## config.mk

```make
export PLATFORM = sky130hd
export DESIGN_NAME = spi_fault_diag_command_logic
export DESIGN_NICKNAME = d
export VERILOG_FILES = /design/src/rtl/fault_diag_pkg.sv /design/src/rtl/spi_fault_diag_command_logic.sv
export VERILOG_INCLUDE_DIRS = /design/src /design/src/rtl
export SDC_FILE = /design/constraint.sdc
export NUM_CORES = 1
export LEC_CHECK = 0
export CAP_MARGIN = 20
export CORE_MARGIN = 1
export CORE_UTILIZATION = 42
export CTS_CLUSTER_DIAMETER = 100
export DETAILED_ROUTE_END_ITERATION = 12
export DONT_BUFFER_PORTS = 1
export HOLD_SLACK_MARGIN = 0.06
export PLACE_DENSITY_LB_ADDON = 0.3
export SLEW_MARGIN = 30
export SYNTH_ARGS = -nofsm -noshare
export SYNTH_HDL_FRONTEND = slang
export SYNTH_SLANG_ARGS = --single-unit
```

## constraint.sdc

```tcl
create_clock -name clk -period 2.3 [get_ports clk]
set_input_delay 0.575 -clock clk [delete_from_list [all_inputs] [get_ports clk]]
set_output_delay 0.575 -clock clk [all_outputs]
set_load 0.005 [all_outputs]
```

## src/rtl/fault_diag_params.svh

```systemverilog
// constants for the serial command and diagnosis logic
`ifndef FAULT_DIAG_PARAMS_SVH
`define FAULT_DIAG_PARAMS_SVH
`define FRAME_BITS        5'd16
`define CMD_MSB           15
`define CMD_LSB           10
`define CMD_MODE_SET      6'h01
`define CMD_GAIN_SET      6'h02
`define CMD_SPARE_SET     6'h03
`define CMD_FIRST_DIAG    6'h08
`define CMD_SECOND_DIAG   6'h10
`define CMD_THIRD_DIAG    6'h18
`define FLD_HI            7
`define FLD_LO            6
`define HDR_IDLE          8'h02
`define HDR_MODE_ECHO     8'h04
`define HDR_GAIN_ECHO     8'h06
`define HDR_FIRST_DIAG    8'h10
`define HDR_SECOND_DIAG   8'h20
`define HDR_THIRD_DIAG    8'h30
`define BIT_SUPPLY_CUR    7
`define BIT_OVERCUR       6
`define BIT_XCVR_CUR      5
`define BIT_MAIN_OV       4
`define BIT_LOGIC_OV      3
`define BIT_PUMP_LV       2
`define BIT_OVERTEMP      1
`define BIT_CAL_CRC       0
`define GAIN_RESET        2'h0
`endif

```

## src/rtl/fault_diag_pkg.sv

```systemverilog
// types for the serial command and diagnosis logic
package fault_diag_pkg;
  typedef enum logic [1:0] {
    GAIN_X1 = 2'h0,
    GAIN_X2 = 2'h1,
    GAIN_X3 = 2'h2,
    GAIN_X4 = 2'h3
  } gain_t;
endpackage

```

## src/rtl/spi_fault_diag_command_logic.sv

```systemverilog
// serial command decoder and fault diagnosis reporting
// Functional notes
// - latched motor overcurrent: set flag, stop drivers, fault and reset high.
// - thermal shutdown: set flag, stop drivers, fault and reset high.
// - logic overvoltage, crc, transceiver, frame error: flag, fault low.
// - reset output low clears motor overcurrent flag, drivers off.
// - detect enable low holds motor overcurrent flag clear, drivers enabled.
// - six top frame bits are the command code.
// - mode command: bit 7 sample hold, bit 6 short calibration, default 0.
// - gain command: bits 7:6 select gain x1 to x4, x1 default.
// - codes 000011 and 011000 accepted but change nothing.
// - 001000 returns first diagnosis, 010000 returns second diagnosis.
// - undefined command code sets frame error flag.
// - first reply: header 15:8, eight fail flags in 7:0.
// - second reply: frame error flag in bit 7.
// - each diagnosis set clears once it has been read.
// - events during transfer go to shadow, moved after shift out.
// - fault output driven by a diagnosis flag stays asserted until new diagnosis has been read.
// - first diagnosis snapshot at chip select fall; later events next read.
// - frame is 16 clocks msb first; update only on correct count.
`timescale 1ns/1ns
`include "fault_diag_params.svh"

module spi_fault_diag_command_logic (
  // clock and reset
  input  wire logic                  clk,
  input  wire logic                  rst_n,
  // serial port pins
  input  wire logic                  cs_n,
  input  wire logic                  sck,
  input  wire logic                  din,
  output logic                       dout,
  output logic                       dout_oe,
  // fault sources, level high while present, and enables
  input  wire logic                  supply_overcurrent,
  input  wire logic                  motor_overcurrent,
  input  wire logic                  transceiver_overcurrent,
  input  wire logic                  main_supply_overvoltage,
  input  wire logic                  logic_supply_overvoltage,
  input  wire logic                  logic_supply_undervoltage,
  input  wire logic                  pump_low_voltage,
  input  wire logic                  overtemperature,
  input  wire logic                  calibration_crc_error,
  input  wire logic                  watchdog_fail,
  input  wire logic                  clock_monitor_fail,
  input  wire logic                  overcurrent_detect_enable,
  input  wire logic                  predriver_control_enable,
  // settings and status outputs
  output logic                       sample_hold_select,
  output logic                       short_calibration_select,
  output fault_diag_pkg::gain_t      phase_gain,
  output logic                       predriver_enable,
  output logic                       fault_out_n,
  output logic                       cpu_reset_output,
  output logic                       motor_overcurrent_flag
);

  // ----------------------------------------
  // input synchronisers
  // ----------------------------------------
  logic [14:0] s1_q;
  logic [14:0] s2_q;
  logic [14:0] raw;
  assign raw = {cs_n, sck, din, supply_overcurrent, motor_overcurrent,
                transceiver_overcurrent, main_supply_overvoltage,
                logic_supply_overvoltage, logic_supply_undervoltage,
                pump_low_voltage, overtemperature, calibration_crc_error,
                watchdog_fail, clock_monitor_fail, overcurrent_detect_enable};
  always_ff @(posedge clk) begin
    if (!rst_n) begin
      s1_q <= 15'h4000 | 15'h2000;
      s2_q <= 15'h4000 | 15'h2000;
    end else begin
      s1_q <= raw;
      s2_q <= s1_q;
    end
  end
  logic cs_s, sck_s, din_s, sup_oc, mot_oc, xc_oc, main_ov, log_ov, log_uv;
  logic pump_lv, otemp, crc_err, wd_s, cm_s, oc_en;
  assign {cs_s, sck_s, din_s, sup_oc, mot_oc, xc_oc, main_ov, log_ov, log_uv,
          pump_lv, otemp, crc_err, wd_s, cm_s, oc_en} = s2_q;
  logic wd_fail;
  assign wd_fail = wd_s | cm_s;

  logic cs_prev_q;
  logic sck_prev_q;
  always_ff @(posedge clk) begin
    if (!rst_n) begin
      cs_prev_q  <= 1'b1;
      sck_prev_q <= 1'b1;
    end else begin
      cs_prev_q  <= cs_s;
      sck_prev_q <= sck_s;
    end
  end
  logic cs_fall, cs_rise, sck_rise, sck_fall;
  assign cs_fall  = cs_prev_q & ~cs_s;
  assign cs_rise  = ~cs_prev_q & cs_s;
  assign sck_rise = ~cs_s & ~sck_prev_q & sck_s;
  assign sck_fall = ~cs_s & sck_prev_q & ~sck_s;

  // ----------------------------------------
  // receive shift and bit count
  // ----------------------------------------
  logic [15:0] rx_q;
  logic [5:0]  cnt_q;
  always_ff @(posedge clk) begin
    if (!rst_n) begin
      rx_q  <= 16'h0000;
      cnt_q <= 6'h00;
    end else if (cs_fall) begin
      cnt_q <= 6'h00;
    end else if (sck_rise) begin
      rx_q  <= {rx_q[14:0], din_s};
      if (cnt_q != 6'h3F) begin
        cnt_q <= cnt_q + 6'h01;
      end
    end
  end
  logic       frame_ok;
  logic [5:0] cmd;
  assign frame_ok = (cnt_q == {1'b0, `FRAME_BITS});
  assign cmd      = rx_q[`CMD_MSB:`CMD_LSB];
  logic cmd_known;
  always_comb begin
    unique case (cmd)
      `CMD_MODE_SET, `CMD_GAIN_SET, `CMD_SPARE_SET,
      `CMD_FIRST_DIAG, `CMD_SECOND_DIAG, `CMD_THIRD_DIAG: cmd_known = 1'b1;
      default: cmd_known = 1'b0;
    endcase
  end
  logic frame_done;
  assign frame_done = cs_rise & frame_ok;
  logic frame_err_evt;
  assign frame_err_evt = cs_rise & (~frame_ok | ~cmd_known);

  // ----------------------------------------
  // setting registers
  // ----------------------------------------
  always_ff @(posedge clk) begin
    if (!rst_n) begin
      sample_hold_select       <= 1'b0;
      short_calibration_select <= 1'b0;
    end else if (frame_done && cmd == `CMD_MODE_SET) begin
      sample_hold_select       <= rx_q[`FLD_HI];
      short_calibration_select <= rx_q[`FLD_LO];
    end
  end
  always_ff @(posedge clk) begin
    if (!rst_n) begin
      phase_gain <= fault_diag_pkg::gain_t'(`GAIN_RESET);
    end else if (frame_done && cmd == `CMD_GAIN_SET) begin
      phase_gain <= fault_diag_pkg::gain_t'(rx_q[`FLD_HI:`FLD_LO]);
    end
  end

  // ----------------------------------------
  // motor overcurrent latch and driver stop
  // ----------------------------------------
  logic oc_set;
  assign oc_set = cpu_reset_output & oc_en & mot_oc;
  always_ff @(posedge clk) begin
    if (!rst_n) begin
      motor_overcurrent_flag <= 1'b0;
    end else if (!cpu_reset_output || !oc_en) begin
      motor_overcurrent_flag <= 1'b0;
    end else if (oc_set) begin
      motor_overcurrent_flag <= 1'b1;
    end
  end
  logic stop;
  assign stop = oc_set | otemp | log_uv;
  always_ff @(posedge clk) begin
    if (!rst_n) begin
      predriver_enable <= 1'b0;
    end else begin
      predriver_enable <= cpu_reset_output & predriver_control_enable &
                          ~stop;
    end
  end

  // ----------------------------------------
  // diagnosis status and shadow registers
  // ----------------------------------------
  logic [7:0] evt1;
  assign evt1 = {sup_oc, oc_set, xc_oc, main_ov, log_ov, pump_lv, otemp, crc_err};
  logic [7:0] stat1_q, shad1_q, snap1_q;
  logic       stat2_q, shad2_q, snap2_q;
  logic       busy;
  assign busy = ~cs_s;
  logic [7:0] last_cmd_q;
  logic       rd1, rd2;
  logic [7:0] seen1;
  assign rd1   = frame_done & (last_cmd_q[5:0] == `CMD_FIRST_DIAG);
  assign rd2   = frame_done & (last_cmd_q[5:0] == `CMD_SECOND_DIAG);
  assign seen1 = rd1 ? snap1_q : 8'h00;
  always_ff @(posedge clk) begin
    if (!rst_n) begin
      stat1_q <= 8'h00;
      shad1_q <= 8'h00;
      snap1_q <= 8'h00;
    end else if (cs_fall) begin
      snap1_q <= stat1_q;
      shad1_q <= evt1;
    end else if (busy) begin
      shad1_q <= shad1_q | evt1;
    end else if (cs_rise) begin
      stat1_q <= (stat1_q & ~seen1) | shad1_q | evt1;
      shad1_q <= 8'h00;
    end else begin
      stat1_q <= stat1_q | evt1;
    end
  end
  always_ff @(posedge clk) begin
    if (!rst_n) begin
      stat2_q <= 1'b0;
      shad2_q <= 1'b0;
      snap2_q <= 1'b0;
    end else if (cs_fall) begin
      snap2_q <= stat2_q;
      shad2_q <= 1'b0;
    end else if (cs_rise) begin
      stat2_q <= (stat2_q & ~(rd2 & snap2_q)) | shad2_q | frame_err_evt;
      shad2_q <= 1'b0;
    end
  end

  // ----------------------------------------
  // reply shifter
  // ----------------------------------------
  logic [15:0] tx_q;
  logic [15:0] reply;
  always_comb begin
    unique case (last_cmd_q[5:0])
      `CMD_FIRST_DIAG:  reply = {`HDR_FIRST_DIAG, snap1_q};
      `CMD_SECOND_DIAG: reply = {`HDR_SECOND_DIAG, snap2_q, 7'h00};
      `CMD_THIRD_DIAG:  reply = {`HDR_THIRD_DIAG, 8'h00};
      `CMD_MODE_SET:    reply = {`HDR_MODE_ECHO, sample_hold_select,
                                 short_calibration_select, 6'h00};
      `CMD_GAIN_SET:    reply = {`HDR_GAIN_ECHO, phase_gain, 6'h00};
      default:          reply = {`HDR_IDLE, 8'h00};
    endcase
  end
  always_ff @(posedge clk) begin
    if (!rst_n) begin
      last_cmd_q <= 8'h00;
    end else if (frame_done && cmd_known) begin
      last_cmd_q <= {2'h0, cmd};
    end
  end
  logic tx_load_q;
  always_ff @(posedge clk) begin
    if (!rst_n) begin
      tx_load_q <= 1'b0;
    end else begin
      tx_load_q <= cs_fall;
    end
  end
  always_ff @(posedge clk) begin
    if (!rst_n) begin
      tx_q <= 16'h0000;
    end else if (tx_load_q) begin
      tx_q <= reply;
    end else if (sck_fall && cnt_q != 6'h00) begin
      tx_q <= {tx_q[14:0], 1'b0};
    end
  end
  always_ff @(posedge clk) begin
    if (!rst_n) begin
      dout    <= 1'b0;
      dout_oe <= 1'b0;
    end else begin
      dout    <= tx_load_q ? reply[15] : tx_q[15];
      dout_oe <= ~cs_s;
    end
  end

  // ----------------------------------------
  // fault and reset outputs
  // ----------------------------------------
  logic fault_low;
  assign fault_low = log_ov | crc_err | xc_oc | main_ov | pump_lv | log_uv | wd_fail
                   | stat2_q | (|stat1_q[`BIT_LOGIC_OV:`BIT_PUMP_LV])
                   | stat1_q[`BIT_CAL_CRC] | stat1_q[`BIT_XCVR_CUR]
                   | stat1_q[`BIT_MAIN_OV];
  always_ff @(posedge clk) begin
    if (!rst_n) begin
      fault_out_n      <= 1'b0;
      cpu_reset_output <= 1'b0;
    end else begin
      fault_out_n      <= ~fault_low;
      cpu_reset_output <= ~(log_uv | wd_fail);
    end
  end
endmodule

```

# Word-level counts from Yosys, hierarchy flattened
# Cells that the tools add are included.
[op_classes] n_addsub=1 n_eq_ne=14 muxes=10 bitwise=51 reduce_logical=17
[op_table] cell="14-bit one-hot mux with 5 select lines" count=1
[op_table] cell="8-bit two-way mux" count=5
[op_table] cell="16-bit two-way mux" count=2
[op_table] cell="8-bit bitwise OR" count=4
[op_table] cell="6-bit by 5-bit == test with 1-bit output, second input constant" count=5
[op_table] cell="6-bit by 2-bit == test with 1-bit output, second input constant" count=3
[op_table] cell="1-bit bitwise OR" count=17
[op_table] cell="1-bit AND" count=16
[op_table] cell="6-bit by 1-bit == test with 1-bit output, second input constant" count=2
[op_table] cell="6-bit by 4-bit == test with 1-bit output, second input constant" count=2
[op_table] cell="1-bit inverter" count=12
[op_table] cell="8-bit AND" count=1
[op_table] cell="8-bit inverter" count=1
[op_table] cell="2-bit AND reduction" count=4
[op_table] cell="6-bit by 1-bit adder with 6-bit output, second input constant" count=1
[op_table] cell="6-bit inequality test, second input constant" count=1
[op_table] cell="6-bit nonzero test" count=1
[op_table] cell="2-bit OR reduction" count=3
[op_table] cell="6-bit OR reduction" count=1
[op_table] cell="1-bit logical AND" count=4
[op_table] cell="3-bit by 1-bit inequality test with 1-bit output, second input constant" count=1
[op_table] cell="1-bit zero test" count=2
[op_table] cell="1-bit two-way mux" count=2
[op_table] cell="2-bit nonzero test" count=1
[op_table] cell="1-bit logical OR" count=1
[word_totals] reg_bits=113 input_bits=18 out_inout_bits=10 elab_cells=116

# Longest topological paths before layout
[logic_depth] word_depth=12 depth_mapped=7

# Least setup slack after synthesis
# Ideal clock, no wire load.
[synth_path] kind="register to register" from="register cnt_q[0]" to="register tx_q[5]" setup_time_ns=0.124 arrival_ns=1.615 required_time_ns=2.176 setup_slack_ns=0.562 path_stages_with_launch=8 period_less_slack_ns=1.738 path_cell_list="dfxtp_1 -> inv_1 -> ha_1 -> or4b_4 -> o211a_4 -> buf_6 -> o31ai_1 -> a21oi_1"
[synth_between] elab_chain_cells=3
[synth_rtl] element="start: declaration" line="spi_fault_diag_command_logic.sv:106" rtl="logic [5:0] cnt_q;"
[synth_rtl] element="start signal: assignment" line="spi_fault_diag_command_logic.sv:116" rtl="cnt_q <= cnt_q + 6'h01;"
[synth_rtl] element="6-bit nonzero test" line="spi_fault_diag_command_logic.sv:264" rtl="end else if (sck_fall && cnt_q != 6'h00) begin"
[synth_rtl] element="1-bit logical AND" line="spi_fault_diag_command_logic.sv:264"
[synth_rtl] element="2-bit nonzero test (no line)"
[synth_rtl] element="end signal: assignment" line="spi_fault_diag_command_logic.sv:263" rtl="tx_q <= reply;"
[synth_rtl] element="end signal: assignment" line="spi_fault_diag_command_logic.sv:265" rtl="tx_q <= {tx_q[14:0], 1'b0};"
[synth_rtl] element="end: declaration" line="spi_fault_diag_command_logic.sv:231" rtl="logic [15:0] tx_q;"
# No other way between the ends.
# A chain may end at the register's enable or synchronous reset.

# Worst setup path after layout
[layout_path] from="register cnt_q[0]" to="register tx_q[12]"
# Same word-level chain as after synthesis.

==> out/results.txt <==
Final critical path time including I/O delays and setup: 1.99 ns
Ys async rst share: 0%
Die height: 104 µm
Final setup vio count: 0
RSZ-0062 raised after global routing: false
Total power divided by cell area: 947 nW/µm²
Final Cycle Share: 86.6%
Remaining design rule violation count: 0
Netlist area before placement: 4380 µm²
Portion of the post-synthesis area used by sequential elements: 51.6%
Setup TNS: 0 ns
Cell total after placement: 586
Vias per std cell: 5.32
FF-to-FF Start: cnt_q[0]$_SDFFE_PP0P_
Number of buffer cells added on primary ports: 0
Worst hold-check path type: in2reg
Number of different library cells in the post-synthesis netlist: 53
CTS Root Buffer Type: clkbuf_8
Average footprint of a synthesized cell: 9.18 µm²
Global-route wire length before repair: 14400 µm
Initial Util: 44.0%
Count of pins on the block boundary: 28
Max-Slew Margin vs Limit: 58.8%
Kind of end point of the critical path: flip-flop
Initial antenna violation count: 0
Highest ir drop seen on vdd: 0.514 mV
Cell type of the slowest stage on the worst timing path: or4b_4
Hold-fix buffers, CTS: 0
Number of clock sinks: 113
Number of DRC markers after the initial detailed-route iteration: 118
Fraction of layout instances using a drive strength above 1: 10.7%
Routed Antenna Nets: 0
Placed wire-length estimate after detailed placement: 5380 µm
Number of endpoints with negative hold slack in the final report: 0
Worst Hold Slack: 0.137 ns
Signal arrival time at the worst endpoint: 2.41 ns
Pin count of the biggest net entering global routing: 57
Num CTS Buffers: 17
Clock edge transition at the registers on the reported setup and hold paths: 0.06 ns
Crit-path max cell delay: 0.49 ns
Kind of critical path: reg2reg
# H-tree levels: 4
DRT Wirelength: 8390 µm
Worst setup SP type: flip-flop
Row Count: 36
Gates resized, CTS repair: 0
Yosys warnings: 0
Required time at the endpoint of the critical path: 2.72 ns
Placed cell areas: 4460 µm²
Die Outline Area: 10800 µm²
Number of enable-type register cells in the synthesized netlist: 0
Setup slack on the worst flop-to-flop path: 0.31 ns
Hold path start: rst_n
Highest-count cells in the layout ignoring fill and taps: dfxtp_1 (113), nand2_1 (63), a21oi_1 (47), and2_1 (29), nor2_1 (21)
First-pass DRT Iterations: 4
Slew Viols, Final: 0
Count of buffers added by post-CTS timing repair for setup: 0
Worst Max-Slew Pin Slew: 0.613 ns
Most common cell after layout, fill and taps aside: dfxtp_1
DIE WIDTH: 104 µm
Cells after synthesis: 477
Number of diodes: 0
Global placer's final weighted congestion: 0.785
Depth of the most critical reg-to-reg path: 6
Leakage power summed over all cells: 1.84 nW
Number of cells on the worst hold path: 1
Overall power: 4.80 mW
Global-route usage over all layers: 16.7%
Core Area: 9950 µm²
Net count of the mapped netlist: 497
Cells traversed along the worst timing path: inv_1 -> ha_1 -> or4b_4 -> o211ai_4 -> nand2_1 -> a311oi_1
Bufs on Longest Clock Path: 2
Relative area change from synthesis to final layout: 15.7%
Clock tree from TritonCTS: done
Sink of the worst hold path: s1_q[14]$_SDFF_PN1_
Biggest fanout along the worst timing path: 16
Number of global-route vias before repair: 3193
Final Instance Area: 5070 µm²
Max Cap Violations: 0
#FFs+latches synth: 113
Capturing point of the worst reg2reg path: tx_q[12]$_SDFFE_PN0P_
Highest Clock Rate: 502 MHz
Worst clock skew: 0.00836 ns
Layout net count: 492
Routed length per placed instance: 13.6 µm
Total vias in the final route: 3285
Post-Layout Cell Count: 618
Total overflow reported by the global router: 0
Clock latency on the worst-skew pair: 0.52 ns
Status: complete, no violations
Main flop type after synthesis: dfxtp_1
[worst max path at each step]
| stage | startpoint | slack [ns] | cells past startpoint | to |
|---|---|---|---|---|
| after floorplan | cnt_q[0]$_SDFFE_PP0P_ | 0.56 | 7 | tx_q[5]$_SDFFE_PN0P_ |
| after global placement | cnt_q[0]$_SDFFE_PP0P_ | 0.37 | 6 | tx_q[9]$_SDFFE_PN0P_ |
| after detailed placement | cnt_q[0]$_SDFFE_PP0P_ | 0.30 | 6 | tx_q[12]$_SDFFE_PN0P_ |
| after CTS | cnt_q[0]$_SDFFE_PP0P_ | 0.31 | 6 | tx_q[12]$_SDFFE_PN0P_ |
| after global routing | cnt_q[0]$_SDFFE_PP0P_ | 0.16 | 6 | tx_q[12]$_SDFFE_PN0P_ |
| final | cnt_q[0]$_SDFFE_PP0P_ | 0.31 | 6 | tx_q[12]$_SDFFE_PN0P_ |
[where the power goes]
group | switching, mW | internal, mW | total [mW]
clock | 0.989 | 1.68 | 2.67
sequential | 0.0234 | 2.01 | 2.03
combinational | 0.0572 | 0.0428 | 0.100
total | 1.07 | 3.73 | 4.80
[state kept, by name (all words and copies together), names as in the netlist, 2 cells and up]
signal	flops
cnt_q	6
last_cmd_q	6
phase_gain	2
rx_q	16
s1_q	15
s2_q	15
shad1_q	8
snap1_q	8
stat1_q	8
tx_q	16
[stage by stage]
step,worst slack [ns],util (%)
final,0.309,50.9
after global routing,0.163,50.9
after CTS,0.308,50.9
after global placement,0.371,44.8
after detailed placement,0.297,44.8
after floorplan,0.562,-
[worst max-delay path, delay by kind of cell (launching register included)]
kind / cells / cell delay, ns
AND/OR/NAND/NOR: 2 / 0.60
adder cells (fa/ha/maj): 1 / 0.17
AO/OA/AOI/OAI: 2 / 0.72
buffers and inverters: 1 / 0.09
flip-flops: 1 / 0.32
[layer usage]
| layer | part of all wire (%) | global-route usage (%) | vias up |
|---|---|---|---|
| met1 | 46 | 19.8 | 1544 |
| met5 | 0 | 0 | - |
| li1 | - | - | 1647 |
| met3 | 5.2 | 5.08 | 11 |
| met2 | 47 | 27.5 | 83 |
| met4 | 1.4 | 7.96 | 0 |
[cells in the mapped netlist (3+ instances only)]
library cell / n / area share, %
a21o_1: 5 / 0.86
a21oi_1: 47 / 5.4
a22o_1: 9 / 1.8
a31oi_1: 7 / 1.0
and2_1: 29 / 4.1
and3_1: 8 / 1.1
buf_2: 3 / 0.34
buf_6: 3 / 0.77
clkbuf_1: 25 / 2.1
dfxtp_1: 113 / 52
inv_1: 11 / 0.94
mux2i_1: 6 / 1.4
nand2_1: 63 / 5.4
nand2b_1: 7 / 1.0
nand3_1: 12 / 1.4
nand3b_1: 7 / 1.2
nand4_1: 5 / 0.71
nor2_1: 21 / 1.8
nor2b_1: 19 / 2.7
nor4_1: 4 / 0.57
o21ai_0: 16 / 1.8
o21ai_1: 4 / 0.46
o31ai_1: 6 / 1.0
o41ai_1: 5 / 1.0
xnor2_1: 5 / 1.0
xor2_1: 3 / 0.60
[cell type report]
| cell class | count | area [µm²] |
|---|---|---|
| inverter | 12 | 45.0 |
| fill | 910 | 4880 |
| multi-input combinational | 320 | 1930 |
| sequential | 113 | 2260 |
| timing repair buffer | 8 | 60.1 |
| clock buffer | 17 | 414 |
| clock inverter | 15 | 195 |
| tap | 133 | 166 |
[logic make-up after synthesis]
logic type                 count (synthesis)  share of synthesized area [%]
AOI/OAI and AO/OA                        113                           16.8
and+or+nand+nor                          191                           23.6
xor gates and xnor gates                   8                           1.60
muxes                                      6                           1.37
buffers and inverters                     44                           4.37
DFF                                      113                           51.6
adders and majority gates                  2                          0.571
(Power assumes the default switching activity.)
